**config.mk**
```make
export PLATFORM = sky130hd
export DESIGN_NAME = ldc_dim_fault_ctrl
export DESIGN_NICKNAME = d
export VERILOG_FILES = /design/src/rtl/ldc_pkg.sv /design/src/rtl/ldc_dim_if.sv /design/src/rtl/ldc_dim_fault_ctrl.sv /design/src/rtl/ldc_duty_meter.sv
export SDC_FILE = /design/constraint.sdc
export NUM_CORES = 1
export LEC_CHECK = 0
export BUFFER_PORTS_ARGS = -buffer_cell sky130_fd_sc_hd__buf_2
export CAP_MARGIN = 0
export CORE_MARGIN = 2
export CORE_UTILIZATION = 35
export CTS_CLUSTER_SIZE = 14
export DETAILED_ROUTE_END_ITERATION = 7
export PLACE_DENSITY = 0.5
export SETUP_SLACK_MARGIN = 0.5
export SYNTH_ARGS = -nofsm -noshare
export SYNTH_HDL_FRONTEND = slang
export SYNTH_SLANG_ARGS = --single-unit
```
**constraint.sdc**
```tcl
create_clock -name sys_clk -period 59 [get_ports sys_clk]
set_clock_uncertainty 0.15 [all_clocks]
set_input_delay 11.8 -clock sys_clk [delete_from_list [all_inputs] [get_ports sys_clk]]
set_output_delay 11.8 -clock sys_clk [all_outputs]
set_load 0.1 [all_outputs]
```
**src/rtl/ldc_pkg.sv**
```systemverilog
package ldc_pkg;
  // Oscillator and timing
  localparam int unsigned CLK_HZ          = 20_000_000;
  localparam int unsigned CLK_PERIOD_NS   = 50;
  localparam int unsigned DIM_TIMEOUT_US  = 50;
  localparam int unsigned DIM_TIMEOUT_CYC = DIM_TIMEOUT_US * (CLK_HZ / 1_000_000);
  localparam int unsigned LOW_RESET_MS    = 16;
  localparam int unsigned LOW_RESET_CYC   = LOW_RESET_MS * (CLK_HZ / 1000);
  localparam int unsigned MIN_PULSE_NS    = 150;
  localparam int unsigned MIN_PULSE_CYC   = (MIN_PULSE_NS + CLK_PERIOD_NS - 1) / CLK_PERIOD_NS;
  localparam int unsigned GROUP_FAULT_SW  = 8;
  // Level range of the dimming input, in millivolts
  localparam int unsigned LEVEL_LOW_MV    = 200;
  localparam int unsigned LEVEL_HIGH_MV   = 2000;
  localparam int unsigned LEVEL_W         = 8;
  localparam logic [7:0]  LEVEL_FULL      = 8'hFF;
  localparam logic [7:0]  LEVEL_FLOAT     = 8'h1A;
  localparam int unsigned DUTY_W          = 16;
  typedef enum logic [0:0] {LDC_LEVEL, LDC_CLOCKED} ldc_mode_e;
endpackage : ldc_pkg

```
**src/rtl/ldc_dim_if.sv**
```systemverilog
`timescale 1ns/1ns
interface ldc_dim_if;
  logic       pinLevel;
  logic       clockSeen;
  logic [7:0] dutyLevel;
  modport meter (input pinLevel, output clockSeen, output dutyLevel);
  modport ctrl  (output pinLevel, input clockSeen, input dutyLevel);
endinterface : ldc_dim_if

```
**src/rtl/ldc_dim_fault_ctrl.sv**
```systemverilog
`timescale 1ns/1ns
// What this block does
// - Level mode: peak current follows pin voltage linearly from 0.2 V to 2 V.
// - Floating level pin reads low; current dims to about ten percent.
// - A toggling clock on the pin selects clocked-duty dimming mode.
// - Clocked mode: peak level is 100% minus the clock's high duty.
// - No clock pulse for 50 us returns the block to level mode.
// - Enable low over 16 ms enters sleep and drops the bias rail.
// - Next enable rise after sleep clears faults; soft start on the next PWM rise.
// - Enable high, PWM low over 16 ms clears faults without sleep.
// - Bias rail and sync clock stay on whenever enable is high.
// - Fault pin is pulled low through open drain while a fault exists.
// - Group variant: fault line held low 8 switching cycles stops boost and sinks.
// - Sinks run only while enable and PWM are both high.
// - Short-string fault latches until enable or PWM low over 16 ms.
module ldc_dim_fault_ctrl
  import ldc_pkg::*;
#(
  parameter int unsigned LOW_CYC      = LOW_RESET_CYC,   // 16 ms in cycles
  parameter int unsigned TIMEOUT_CYC  = DIM_TIMEOUT_CYC, // 50 us in cycles
  parameter bit          GROUP_VARIANT = 1'b0            // Bidirectional fault pin
)(
  input  wire logic        sys_clk,       // 20 MHz oscillator
  input  wire logic        rst,           // Sync reset, active high
  input  wire logic        enable,        // Chip-enable input
  input  wire logic        pwm,           // PWM dimming input
  input  wire logic        levelDimPin,   // Level dimming pin, digital view
  input  wire logic [7:0]  levelDimAdc,   // Level dimming pin voltage, 0..255 = 0..2 V+
  input  wire logic        swTick,        // One pulse per switching cycle
  input  wire logic        shortFault,    // Shorted-string detect pulse
  input  wire logic        openFault,     // Other latched fault detect pulse
  input  wire logic        faultIn,       // Fault line level as read back
  output logic             faultOut,      // Fault pin drive value, always 0
  output logic             faultOe_n,     // Fault pin enable, low pulls low
  output logic             biasOn,        // Internal bias rail enable
  output logic             syncClkEn,     // Sync clock output enable
  output logic             sinkEn,        // LED current sinks enable
  output logic             boostEn,       // Boost switch enable
  output logic             softStart,     // Soft start request pulse
  output logic             clockedDutyDimMode, // High in clocked-duty mode
  output logic [7:0]       peakLevel      // Peak current level, FF = 100%
);
  typedef struct packed {
    logic [31:0] enLowCnt;
    logic [31:0] pwmLowCnt;
    logic [31:0] idleCnt;
    logic [3:0]  grpCnt;
    logic        asleep;
    logic        enPrev;
    logic        pwmPrev;
    logic        needStart;
    logic        faultLatch;
    logic        groupOff;
    ldc_mode_e   mode;
    logic        faultOe_n;
    logic        biasOn;
    logic        syncClkEn;
    logic        sinkEn;
    logic        boostEn;
    logic        softStart;
    logic [7:0]  peakLevel;
  } ldc_ctrl_s;
  ldc_ctrl_s state_reg, state_next;

  ldc_dim_if dimBus ();
  assign dimBus.pinLevel = levelDimPin;

  ldc_duty_meter u_meter (
    .sys_clk (sys_clk),
    .rst     (rst),
    .dim     (dimBus.meter)
  );

  function automatic logic [31:0] count_up(input logic [31:0] v, input logic run);
    return run ? ((&v) ? v : v + 32'h1) : 32'h0;
  endfunction : count_up

  always_comb begin
    logic enRise;
    logic pwmRise;
    logic clearFaults;
    enRise = enable && !state_reg.enPrev;
    pwmRise = pwm && !state_reg.pwmPrev;
    clearFaults = 1'b0;
    state_next = state_reg;
    state_next.enPrev = enable;
    state_next.pwmPrev = pwm;
    state_next.softStart = 1'b0;

    // Low-interval timers hold zero while their input is high; PWM timer also while enable is low
    state_next.enLowCnt = count_up(state_reg.enLowCnt, !enable);
    state_next.pwmLowCnt = count_up(state_reg.pwmLowCnt, enable && !pwm);
    if (!enable && state_reg.enLowCnt >= 32'(LOW_CYC)) begin
      state_next.asleep = 1'b1;
    end
    if (enRise && state_reg.asleep) begin
      state_next.asleep = 1'b0;
      state_next.needStart = 1'b1;
      clearFaults = 1'b1;
    end
    if (enable && !pwm && state_reg.pwmLowCnt >= 32'(LOW_CYC)) begin
      state_next.needStart = 1'b1;
      clearFaults = 1'b1;
    end
    if (pwmRise && enable && state_reg.needStart) begin
      state_next.softStart = 1'b1;
      state_next.needStart = 1'b0;
    end

    // A new detection in the clear cycle still latches
    if (clearFaults) begin
      state_next.faultLatch = 1'b0;
      state_next.groupOff = 1'b0;
    end
    if (shortFault || openFault) begin
      state_next.faultLatch = 1'b1;
    end

    // Group shutdown: count switching cycles the line is held low by others
    if (!GROUP_VARIANT || faultIn || !state_reg.faultOe_n) begin
      state_next.grpCnt = '0;
    end else if (swTick && state_reg.grpCnt != 4'(GROUP_FAULT_SW)) begin
      state_next.grpCnt = state_reg.grpCnt + 4'h1;
    end
    if (GROUP_VARIANT && state_reg.grpCnt == 4'(GROUP_FAULT_SW)) begin
      state_next.groupOff = 1'b1;
    end

    // Dimming mode select, timeout counter restarts on each clock pulse
    state_next.idleCnt = dimBus.clockSeen ? 32'h0 : count_up(state_reg.idleCnt, 1'b1);
    if (dimBus.clockSeen) begin
      state_next.mode = LDC_CLOCKED;
    end else if (state_reg.mode == LDC_CLOCKED && state_reg.idleCnt >= 32'(TIMEOUT_CYC)) begin
      state_next.mode = LDC_LEVEL;
    end
    // Level pin: pull-down gives about ten percent via the low-end clamp
    if (state_reg.mode == LDC_CLOCKED) begin
      state_next.peakLevel = dimBus.dutyLevel;
    end else if (levelDimAdc < LEVEL_FLOAT) begin
      state_next.peakLevel = LEVEL_FLOAT;
    end else begin
      state_next.peakLevel = levelDimAdc;
    end

    state_next.faultOe_n = !(state_reg.faultLatch);
    state_next.biasOn = enable || !state_reg.asleep;
    state_next.syncClkEn = enable;
    state_next.sinkEn = enable && pwm && !state_reg.groupOff;
    state_next.boostEn = enable && pwm && !state_reg.groupOff;

    if (rst) begin
      state_next = '0;
      state_next.faultOe_n = 1'b1;
      state_next.peakLevel = LEVEL_FLOAT;
      state_next.mode = LDC_LEVEL;
    end
  end

  always_ff @(posedge sys_clk) begin
    state_reg <= state_next;
  end

  assign faultOut = 1'b0;
  assign faultOe_n = state_reg.faultOe_n;
  assign biasOn = state_reg.biasOn;
  assign syncClkEn = state_reg.syncClkEn;
  assign sinkEn = state_reg.sinkEn;
  assign boostEn = state_reg.boostEn;
  assign softStart = state_reg.softStart;
  assign clockedDutyDimMode = (state_reg.mode == LDC_CLOCKED);
  assign peakLevel = state_reg.peakLevel;
endmodule : ldc_dim_fault_ctrl

```
**src/rtl/ldc_duty_meter.sv**
```systemverilog
`timescale 1ns/1ns
module ldc_duty_meter
  import ldc_pkg::*;
(
  input  wire logic  sys_clk, // Oscillator
  input  wire logic  rst,     // Sync reset
  ldc_dim_if.meter   dim      // Pin sample and result
);
  typedef struct packed {
    logic              pinPrev;
    logic [DUTY_W-1:0] highCnt;
    logic [DUTY_W-1:0] periodCnt;
    logic              clockSeen;
    logic [7:0]        dutyLevel;
  } ldc_meter_s;
  ldc_meter_s state_reg, state_next;

  function automatic logic [DUTY_W-1:0] sat_inc(input logic [DUTY_W-1:0] v);
    return (&v) ? v : v + 1'b1;
  endfunction : sat_inc

  always_comb begin
    logic [DUTY_W+7:0] scaled;
    scaled = '0;
    state_next = state_reg;
    state_next.pinPrev = dim.pinLevel;
    state_next.clockSeen = 1'b0;
    state_next.periodCnt = sat_inc(state_reg.periodCnt);
    if (dim.pinLevel) begin
      state_next.highCnt = sat_inc(state_reg.highCnt);
    end
    // Rising edge closes one period; level = 100% minus high duty
    if (dim.pinLevel && !state_reg.pinPrev) begin
      state_next.clockSeen = 1'b1;
      // Period count is zero only right after reset; skip the divide then
      if (state_reg.periodCnt != '0) begin
        scaled = ({8'h00, state_reg.highCnt} * 24'(8'hFF)) / {8'h00, state_reg.periodCnt};
      end
      state_next.dutyLevel = 8'hFF - scaled[7:0];
      // The rise cycle is the first high cycle of the new period
      state_next.highCnt = DUTY_W'(1);
      state_next.periodCnt = DUTY_W'(1);
    end
    if (rst) begin
      state_next = '0;
      state_next.dutyLevel = LEVEL_FULL;
    end
  end

  always_ff @(posedge sys_clk) begin
    state_reg <= state_next;
  end

  assign dim.clockSeen = state_reg.clockSeen;
  assign dim.dutyLevel = state_reg.dutyLevel;
endmodule : ldc_duty_meter

```
## Yosys cells after proc, flatten, opt, wreduce, memory -nomap -nowiden

Index checks and enable logic that the tools add are counted.

- Output and inout port bits: 16
- Logic and storage cells: 92
- Bits of input ports: 17
- Register bits after elaboration: 156

- Multiplexer cells: 17
- Add/subtract/negate cells: 6
- Order comparisons: 4
- Eq/ne operators: 2
- Bitwise logic cells: 2
- Reductions and logical operators: 38
- Div/mod/pow operators: 1
- Multiply operators: 1

Operators by type and width:

| operator | number |
|---|---|
| 32-bit by 1-bit adder with 32-bit output (second input constant) | 3 |
| 32-bit AND reduction | 3 |
| 32-bit by 19-bit greater-or-equal comparator with 1-bit output (second input constant) | 2 |
| 16-bit by 1-bit adder with 16-bit output (second input constant) | 2 |
| 32-bit by 10-bit greater-or-equal comparator with 1-bit output (second input constant) | 1 |
| 8-bit two-way mux | 4 |
| 16-bit AND reduction | 2 |
| 26-bit two-way mux | 1 |
| 24-bit by 16-bit divider with 24-bit output | 1 |
| 16-bit by 8-bit multiplier with 24-bit output (second input constant) | 1 |
| 16-bit two-way mux | 1 |
| 16-bit nonzero test | 1 |
| 2-bit OR reduction | 6 |
| 1-bit logical AND | 11 |
| 1-bit two-way mux | 10 |
| 8-bit by 5-bit < comparator with 1-bit output (second input constant) | 1 |
| 2-bit nonzero test | 4 |
| 8-bit subtractor (first input constant) | 1 |
| 1-bit logical NOT | 7 |
| 2-bit != test (second input constant) | 2 |
| 2-bit AND reduction | 2 |
| 1-bit logical OR | 2 |
| 2-bit two-way mux | 1 |
| 1-bit NOT | 2 |

## Logic depth before layout (Yosys ltp)

Gate-level depths: netlist (run 1).

- Depth in word-level cells: 7
- Depth in mapped cells: 297
- Gate-level depth less buffers: 271

## Hierarchy

Synthesis (run 1) repeated with hierarchy kept, for this count alone.

- Cells, all modules: 3,230
- Area total of the unflattened synthesis: 24,708.7 sq um

Modules (own cells, without submodules):

| module | area each (sq um) | times used | cells an instance | sequential area each (sq um) |
|---|---|---|---|---|
| ldc_duty_meter | 19,082.1 | 1 | 2,547 | 840.8 |
| ldc_dim_fault_ctrl | 5,626.6 | 1 | 683 | 2,282.2 |

## Least setup slack after synthesis (run 1)

No wires, ideal clock.

- Kind: register to register
- From: register u_meter.state_reg[29] in the netlist's numbering
- To: register u_meter.state_reg, in the netlist u_meter.dim.dutyLevel[0]
- Library setup time: 0.092 ns
- Stages on the path, launching flop included: 278
- Arrival: 55.633 ns
- Buffers on the path: 29
- Slack: 3.125 ns
- Period minus slack after synthesis: 55.875 ns
- Data required time: 58.758 ns
- Cell sequence: dfxtp_1 inv_1 fa_1 fa_1 inv_1 fa_1 inv_1 fa_1 inv_1 ha_1 a21oi_1 o221ai_1 o21a_1 o2111ai_1 nand2_1 xnor2_1 ha_1 a22oi_1 (+242 left out) nor2_1 a21oi_1 ha_1 a21oi_1 nor2b_1 o21ai_0 nand2b_1 a21oi_1 nor2b_1 o21ai_0 nand2b_1 a21oi_1 o31ai_1 a21o_1 a211oi_1 o211ai_1 a211o_1 o32ai_1

- Longest elaborated chain between the ends: 5

RTL lines:

| what | RTL line | source |
|---|---|---|
| start: declaration | ldc_duty_meter.sv:16 | `ldc_meter_s state_reg, state_next;` |
| start signal: assignment | ldc_duty_meter.sv:51 | `state_reg <= state_next;` |
| 16-bit by 8-bit multiplier with 24-bit output | ldc_duty_meter.sv:37 | `scaled = ({8'h00, state_reg.highCnt} * 24'(8'hFF)) / {8'h00, state_reg.periodCnt};` |
| 24-bit by 16-bit divider with 24-bit output | ldc_duty_meter.sv:37 |  |
| 8-bit two-way mux | ldc_duty_meter.sv:36 | `if (state_reg.periodCnt != '0) begin` |
| 8-bit two-way mux | ldc_duty_meter.sv:33 | `if (dim.pinLevel && !state_reg.pinPrev) begin` |
| 8-bit subtractor | ldc_duty_meter.sv:39 | `state_next.dutyLevel = 8'hFF - scaled[7:0];` |

No other way between the ends. The select of a mux whose other input is x is not followed.
A chain may end at the register's enable or synchronous reset.

## Final worst setup path (run 1)

- From: register u_meter.state_reg[30] in the netlist's numbering
- To: register u_meter.state_reg, in the netlist u_meter.dim.dutyLevel[0]

Same word-level chain as after synthesis.

==> results of run 1 <==
## final timing paths
kind	endpoint	cells past startpoint	slack [ns]	from
min reg2reg	faultOe_n$_SDFF_PP1_	1	0.25	state_reg[16]$_SDFFE_PP0P_
max	u_meter.dim.dutyLevel[0]$_SDFFE_PP1P_	271	4.51	u_meter.state_reg[30]$_SDFFE_PP0P_
min	faultOe_n$_SDFF_PP1_	1	0.25	state_reg[16]$_SDFFE_PP0P_
max reg2reg	u_meter.dim.dutyLevel[0]$_SDFFE_PP1P_	271	4.51	u_meter.state_reg[30]$_SDFFE_PP0P_
## metal layers
metal  global-route usage  part of all wire  vias to the layer above
met5                    0                 0                        -
met4               0.0407             0.017                        0
met3               0.0179             0.026                       67
met2                0.340              0.48                      317
met1                0.257              0.47                    11104
li1                     -                 -                    11825
## layout make-up
cell class,instances,area [um2],share of cell area
clock buffer,18,439,0.0158
clock inverter,14,171,0.00618
inverter,209,796,0.0287
multi-input combinational,2733,20200,0.728
sequential,156,3130,0.113
tap,882,1100,0.0398
timing repair buffer,260,1900,0.0683
## repair_timing
item | in CTS | in global routing
pin swaps | 0 | 11
endpoints found under the setup margin | 1 | 2
endpoints found under the hold margin | 0 | 0
hold buffers | 0 | 0
setup buffers | 0 | 19
gates resized for setup | 6 | 114
## worst max-delay path, delay by kind of cell (launching register included)
kind	cells	cell delay, ns
and+or+nand+nor	70	12.95
xor gates and xnor gates	2	0.33
adders and majority gates	29	9.71
DFF	1	0.41
buffers and inverters	22	2.98
muxes	4	1.28
AOI/OAI and AO/OA	144	26.44
## per-stage QoR
stage / hold WS, ns / utilization / cell area, um2 / std cells / setup WS [ns]
after CTS: 0.255 / 0.398 / 27200 / 4253 / 0.559
after global routing: 0.259 / 0.406 / 27700 / 4272 / 0.381
after detailed placement: 0.236 / 0.388 / 26500 / 4221 / 0.0810
after floorplan: 0.221 / - / 24100 / 3190 / 3.12
after global placement: 0.229 / 0.388 / 26500 / 4221 / 0.604
final: 0.251 / 0.406 / 27700 / 4272 / 4.51
## logic make-up (layout without fill, tap and decap cells)
logic type | count (synthesis) | in the layout | synth area share
compound gates | 807 | 807 | 0.223
xor+xnor | 251 | 251 | 0.0913
fa+ha+maj | 398 | 398 | 0.229
buf+inv | 301 | 501 | 0.0488
flops | 156 | 156 | 0.130
mux | 86 | 86 | 0.0400
other cells | 1 | 1 | 0.000156
simple gates | 1190 | 1190 | 0.239
## layout by cell type, fill, tap and decap left out, drive strengths merged, types with 17 or more instances in the layout
cell type and count:
nor4 24, clkbuf 18, o21ai 152, mux2 69
ha 328, buf 260, o21bai 17, and3 39
or2 24, o211ai 22, fa 70, nand2b 47
mux2i 17, a21oi 215, a21o 71, or3 39
o31ai 36, a31oi 24, nand2 259, and2 37
nand4 55, nor2b 34, nor2 373, nand3 89
inv 213, nor3 122, o21a 89, xor2 117
xnor2 134, a211oi 34, dfxtp 156
==> metrics, run 1 <==
initial drt markers=1232; CP most frequent cell=ha_1; crit start category=flip-flop; post-synthesis sequential area ratio=0.130; Ant. Diodes=0; Via density=5.46; cell row count=96; Port Buf Inserts=29; critical path class=flip-flop to flip-flop; min Tclk post-route=54.49 ns; Final ANT Viol Nets=0; Clock Latency Late Sink=0.44 ns; setup TNS=0 ns; Routed WL per cell=16.2 um; Post-synth EDFFs=0; H-tree depth=4; ys flop type=dfxtp_1; I/O pins=33; Max Root-Sink Buffers=2; CP endpoint kind=flip-flop; Pre-antenna DRT Iters=6; Initial Util=0.352; core footprint=68300 um2; unrepaired setup endpoints after global routing=false; syn_nets=3605; CP Max Fanout=18; Congestion Overflow GR=0; Avg Inst Size Synth=7.55 um2; Synth top cells by count=nor2_1 (373), ha_1 (328), nand2_1 (258), a21oi_1 (215), inv_1 (208); Seq cells post-synth=156; first-pass GRT wire length=114000 um; Fin. Hold Viols=0; layout cells sized above 1=0.149; fin. max-slew vios=0; final period utilization=0.924; top post-synthesis cells by area=ha_1 (17%), dfxtp_1 (13%), fa_1 (5.8%), nor2_1 (5.8%), xnor2_1 (4.9%); Largest register FFs=100; # nets final=3792; Synth cell types=99; CP Data Required Time=59.20 ns; Post-Synthesis Cell Area=24100 um2; CTS tree=yes; min-delay worst type=flip-flop to flip-flop; total clock buffers created by CTS=17; Slew HR=0.279; Routed WL=69100 um; YS warnings=0; vias in the first global route=22744; CTS clk-pin slew, worst paths=0.07 ns; filler cell count=6995; drt drc=0; Final GP Congestion=0.851; TritonCTS Sinks=156; clock root cell=clkbuf_16; Syn-to-layout area delta=15.2%; die area=70900 um2; Worst Max-Slew Pin Slew=1.08 ns; Die Wd=266 um; most common cell in the netlist=nor2_1; aggregate global-route resource usage=0.194; Synth async-reset ratio=0; Crit path largest cell delay=0.61 ns; top cell type by total area after synthesis=ha_1; antenna violations before repair=0; Critical Path AT=54.69 ns; largest net degree at the start of global routing=39; Synth top area share=0.170; Via Count=23313; status=complete, no violations; Die H=266 um; HPWL after DPL=56000 um; slowest CP cell=or4b_2; Max Cap Viol=0; Post-Synthesis Cells=3190; Max Clock Freq=18.4 MHz; count of final setup violators=0
Power of run 1 is left out: the tool's default activity adds up to more than one toggle a clock period on the data nets, which glitch-free logic cannot reach.
==> run 2: changes to the inputs <==
--- a/config.mk
+++ b/config.mk
@@ -11,7 +11,7 @@
 export CORE_UTILIZATION = 35
 export CTS_CLUSTER_SIZE = 14
 export DETAILED_ROUTE_END_ITERATION = 7
-export PLACE_DENSITY = 0.5
+export PLACE_DENSITY = 0.48
 export SETUP_SLACK_MARGIN = 0.5
 export SYNTH_ARGS = -nofsm -noshare
 export SYNTH_HDL_FRONTEND = slang
==> constraint.sdc (replaced) <==
create_clock -name sys_clk -period 67.8 [get_ports sys_clk]
set_clock_uncertainty 0.15 [all_clocks]
set_input_delay 13.56 -clock sys_clk [delete_from_list [all_inputs] [get_ports sys_clk]]
set_output_delay 13.56 -clock sys_clk [all_outputs]
set_load 0.1 [all_outputs]
==> metrics, run 2 (same netlist as run 1, synthesis figures left out) <==
status=complete, no violations (unchanged); Largest register FFs=100 (unchanged); initial drt markers=1117 (was 1232); largest net degree at the start of global routing=39 (unchanged); met1 Use GR=0.252 (was 0.257); Die H=266 um (unchanged); Critical Path AT=61.94 ns (was 54.69 ns); crit start category=flip-flop (unchanged); H-tree depth=4 (unchanged); Final Util=0.378 (was 0.406); min-delay worst type=flip-flop to flip-flop (unchanged); HPWL after DPL=53800 um (was 56000 um); Reg2Reg Depth=256 (was 271); final period utilization=0.910 (was 0.924); Pre-antenna DRT Iters=7 (was 6); unrepaired setup endpoints after global routing=false (unchanged); vias in the first global route=21443 (was 22744); clock root cell=clkbuf_16 (unchanged); Via Count=22342 (was 23313); Final GP Congestion=0.877 (was 0.851); total clock buffers created by CTS=17 (unchanged); Max Cap Viol=0 (unchanged); drt drc=0 (unchanged); Congestion Overflow GR=0 (unchanged); setup TNS=0 ns (unchanged); Crit path largest cell delay=0.71 ns (was 0.61 ns); first-pass GRT wire length=110000 um (was 114000 um); fin. max-slew vios=0 (unchanged); core footprint=68300 um2 (unchanged); Routed WL=66900 um (was 69100 um); Reg2Reg Capture Point=u_meter.dim.dutyLevel[0]$_SDFFE_PP1P_ (unchanged); Port Buf Inserts=29 (unchanged); Routed WL per cell=16.4 um (was 16.2 um); Syn-to-layout area delta=7.37% (was 15.2%); setup slack, reg-to-reg=6.07 ns (was 4.51 ns); critical path class=flip-flop to flip-flop (unchanged); CP Data Required Time=68.01 ns (was 59.20 ns); Slew HR=0.250 (was 0.279); met3 GRT Util=0.0162 (was 0.0179); Initial Util=0.352 (unchanged); count of final setup violators=0 (unchanged); commonest cells after routing, fill and taps aside=nor2_1 (372), ha_1 (328), nand2_1 (255) (was nor2_1 (368), ha_1 (324), nand2_1 (255)); met2 Use GR=0.322 (was 0.340); # nets final=3591 (was 3792); crit path buf inv count=15 (was 22); Hold Path Origin=state_reg[16]$_SDFFE_PP0P_ (unchanged); Final ANT Viol Nets=0 (unchanged); aggregate global-route resource usage=0.187 (was 0.194); Clock Latency Late Sink=0.45 ns (was 0.44 ns); I/O pins=33 (unchanged); min Tclk post-route=61.73 ns (was 54.49 ns); Setup WS pre-CTS=3.48 ns (was 0.0810 ns); CTS clk-pin slew, worst paths=0.07 ns (about the same); CP most frequent cell=ha_1 (unchanged); TritonCTS Sinks=156 (unchanged); delay-heaviest family, CP=compound AO/OA/AOI/OAI gates (unchanged); worst hold endpoint=faultOe_n$_SDFF_PP1_ (unchanged); die area=70900 um2 (unchanged); Via density=5.49 (was 5.46); antenna violations before repair=0 (unchanged); Final WS setup=6.07 ns (was 4.51 ns); Max Root-Sink Buffers=2 (unchanged); layout cells sized above 1=0.0749 (was 0.149); GRT busiest layer=met2 (unchanged); Fin. Hold Viols=0 (unchanged); FF-to-FF Start=u_meter.state_reg[28]$_SDFFE_PP0P_ (was u_meter.state_reg[30]$_SDFFE_PP0P_); filler cell count=7072 (was 6995); WHS Path Cells=1 (unchanged); commonest non-fill, non-tap cell in the layout=nor2_1 (unchanged); CP endpoint kind=flip-flop (unchanged); Max Clock Freq=16.2 MHz (was 18.4 MHz); CP Max Fanout=30 (was 18); slowest CP cell=a21oi_1 (was or4b_2); Die Wd=266 um (unchanged); CTS tree=yes (unchanged); cell row count=96 (unchanged); Worst Max-Slew Pin Slew=1.12 ns (was 1.08 ns)
[run 2: how the worst max path moves through the flow]
| stage | startpoint | end | slack, ns | cells after the start |
|---|---|---|---|---|
| after floorplan | u_meter.state_reg[29]$_SDFFE_PP0P_ | u_meter.dim.dutyLevel[0]$_SDFFE_PP1P_ | 11.92 | 277 |
| after global placement | u_meter.state_reg[29]$_SDFFE_PP0P_ | u_meter.dim.dutyLevel[0]$_SDFFE_PP1P_ | 4.18 | 257 |
| after detailed placement | u_meter.state_reg[29]$_SDFFE_PP0P_ | u_meter.dim.dutyLevel[0]$_SDFFE_PP1P_ | 3.48 | 259 |
| after CTS | u_meter.state_reg[29]$_SDFFE_PP0P_ | u_meter.dim.dutyLevel[0]$_SDFFE_PP1P_ | 3.23 | 258 |
| after global routing | u_meter.state_reg[28]$_SDFFE_PP0P_ | u_meter.dim.dutyLevel[0]$_SDFFE_PP1P_ | 0.57 | 262 |
| final | u_meter.state_reg[28]$_SDFFE_PP0P_ | u_meter.dim.dutyLevel[0]$_SDFFE_PP1P_ | 6.07 | 256 |
[run 2: layout make-up]
| cell class | instances | area, um2 | share of cell area |
|---|---|---|---|
| multi-input cells | 2733 | 19900 | 0.768 |
| well taps | 882 | 1100 | 0.0427 |
| flip-flops and latches | 156 | 3120 | 0.121 |
| clock buffers | 17 | 425 | 0.0165 |
| clock inverters | 15 | 174 | 0.00673 |
| diodes | 1 | 2.50 | 0.0000968 |
| inverters | 209 | 785 | 0.0303 |
| repair buffers | 59 | 383 | 0.0148 |
[run 2: layer usage]
layer | share of wire | vias up
met2 | 0.47 | 291
met1 | 0.48 | 10543
met5 | 0 | -
met4 | 0.019 | 0
met3 | 0.025 | 70
li1 | - | 11438
[run 2: worst register-to-register path: cells and delay by family (launching register included)]
family / cells / cell delay (ns)
AO/OA/AOI/OAI: 134 / 31.04
XOR/XNOR: 1 / 0.30
adder cells (fa/ha/maj): 29 / 9.92
buffers and inverters: 15 / 2.43
flip-flops: 1 / 0.51
multiplexers: 5 / 1.82
AND/OR/NAND/NOR: 72 / 15.52
[run 2: metrics by stage]
| step | instances | hold WS (ns) | cell area [um2] |
|---|---|---|---|
| detailed placement | 4038 | 0.238 | 25200 |
| global route | 4071 | 0.271 | 25800 |
| floorplan | 3190 | 0.221 | 24100 |
| finish | 4072 | 0.253 | 25900 |
| global placement | 4038 | 0.227 | 25200 |
| CTS | 4070 | 0.256 | 25800 |
[run 2: what timing repair did]
item / 4_1_cts / 5_1_grt
hold buffers: 0 / 0
resized for setup: 0 / 22
setup endpoints to repair: 0 / 2
setup buffers: 0 / 1
Power of run 2 is left out for the same reason.
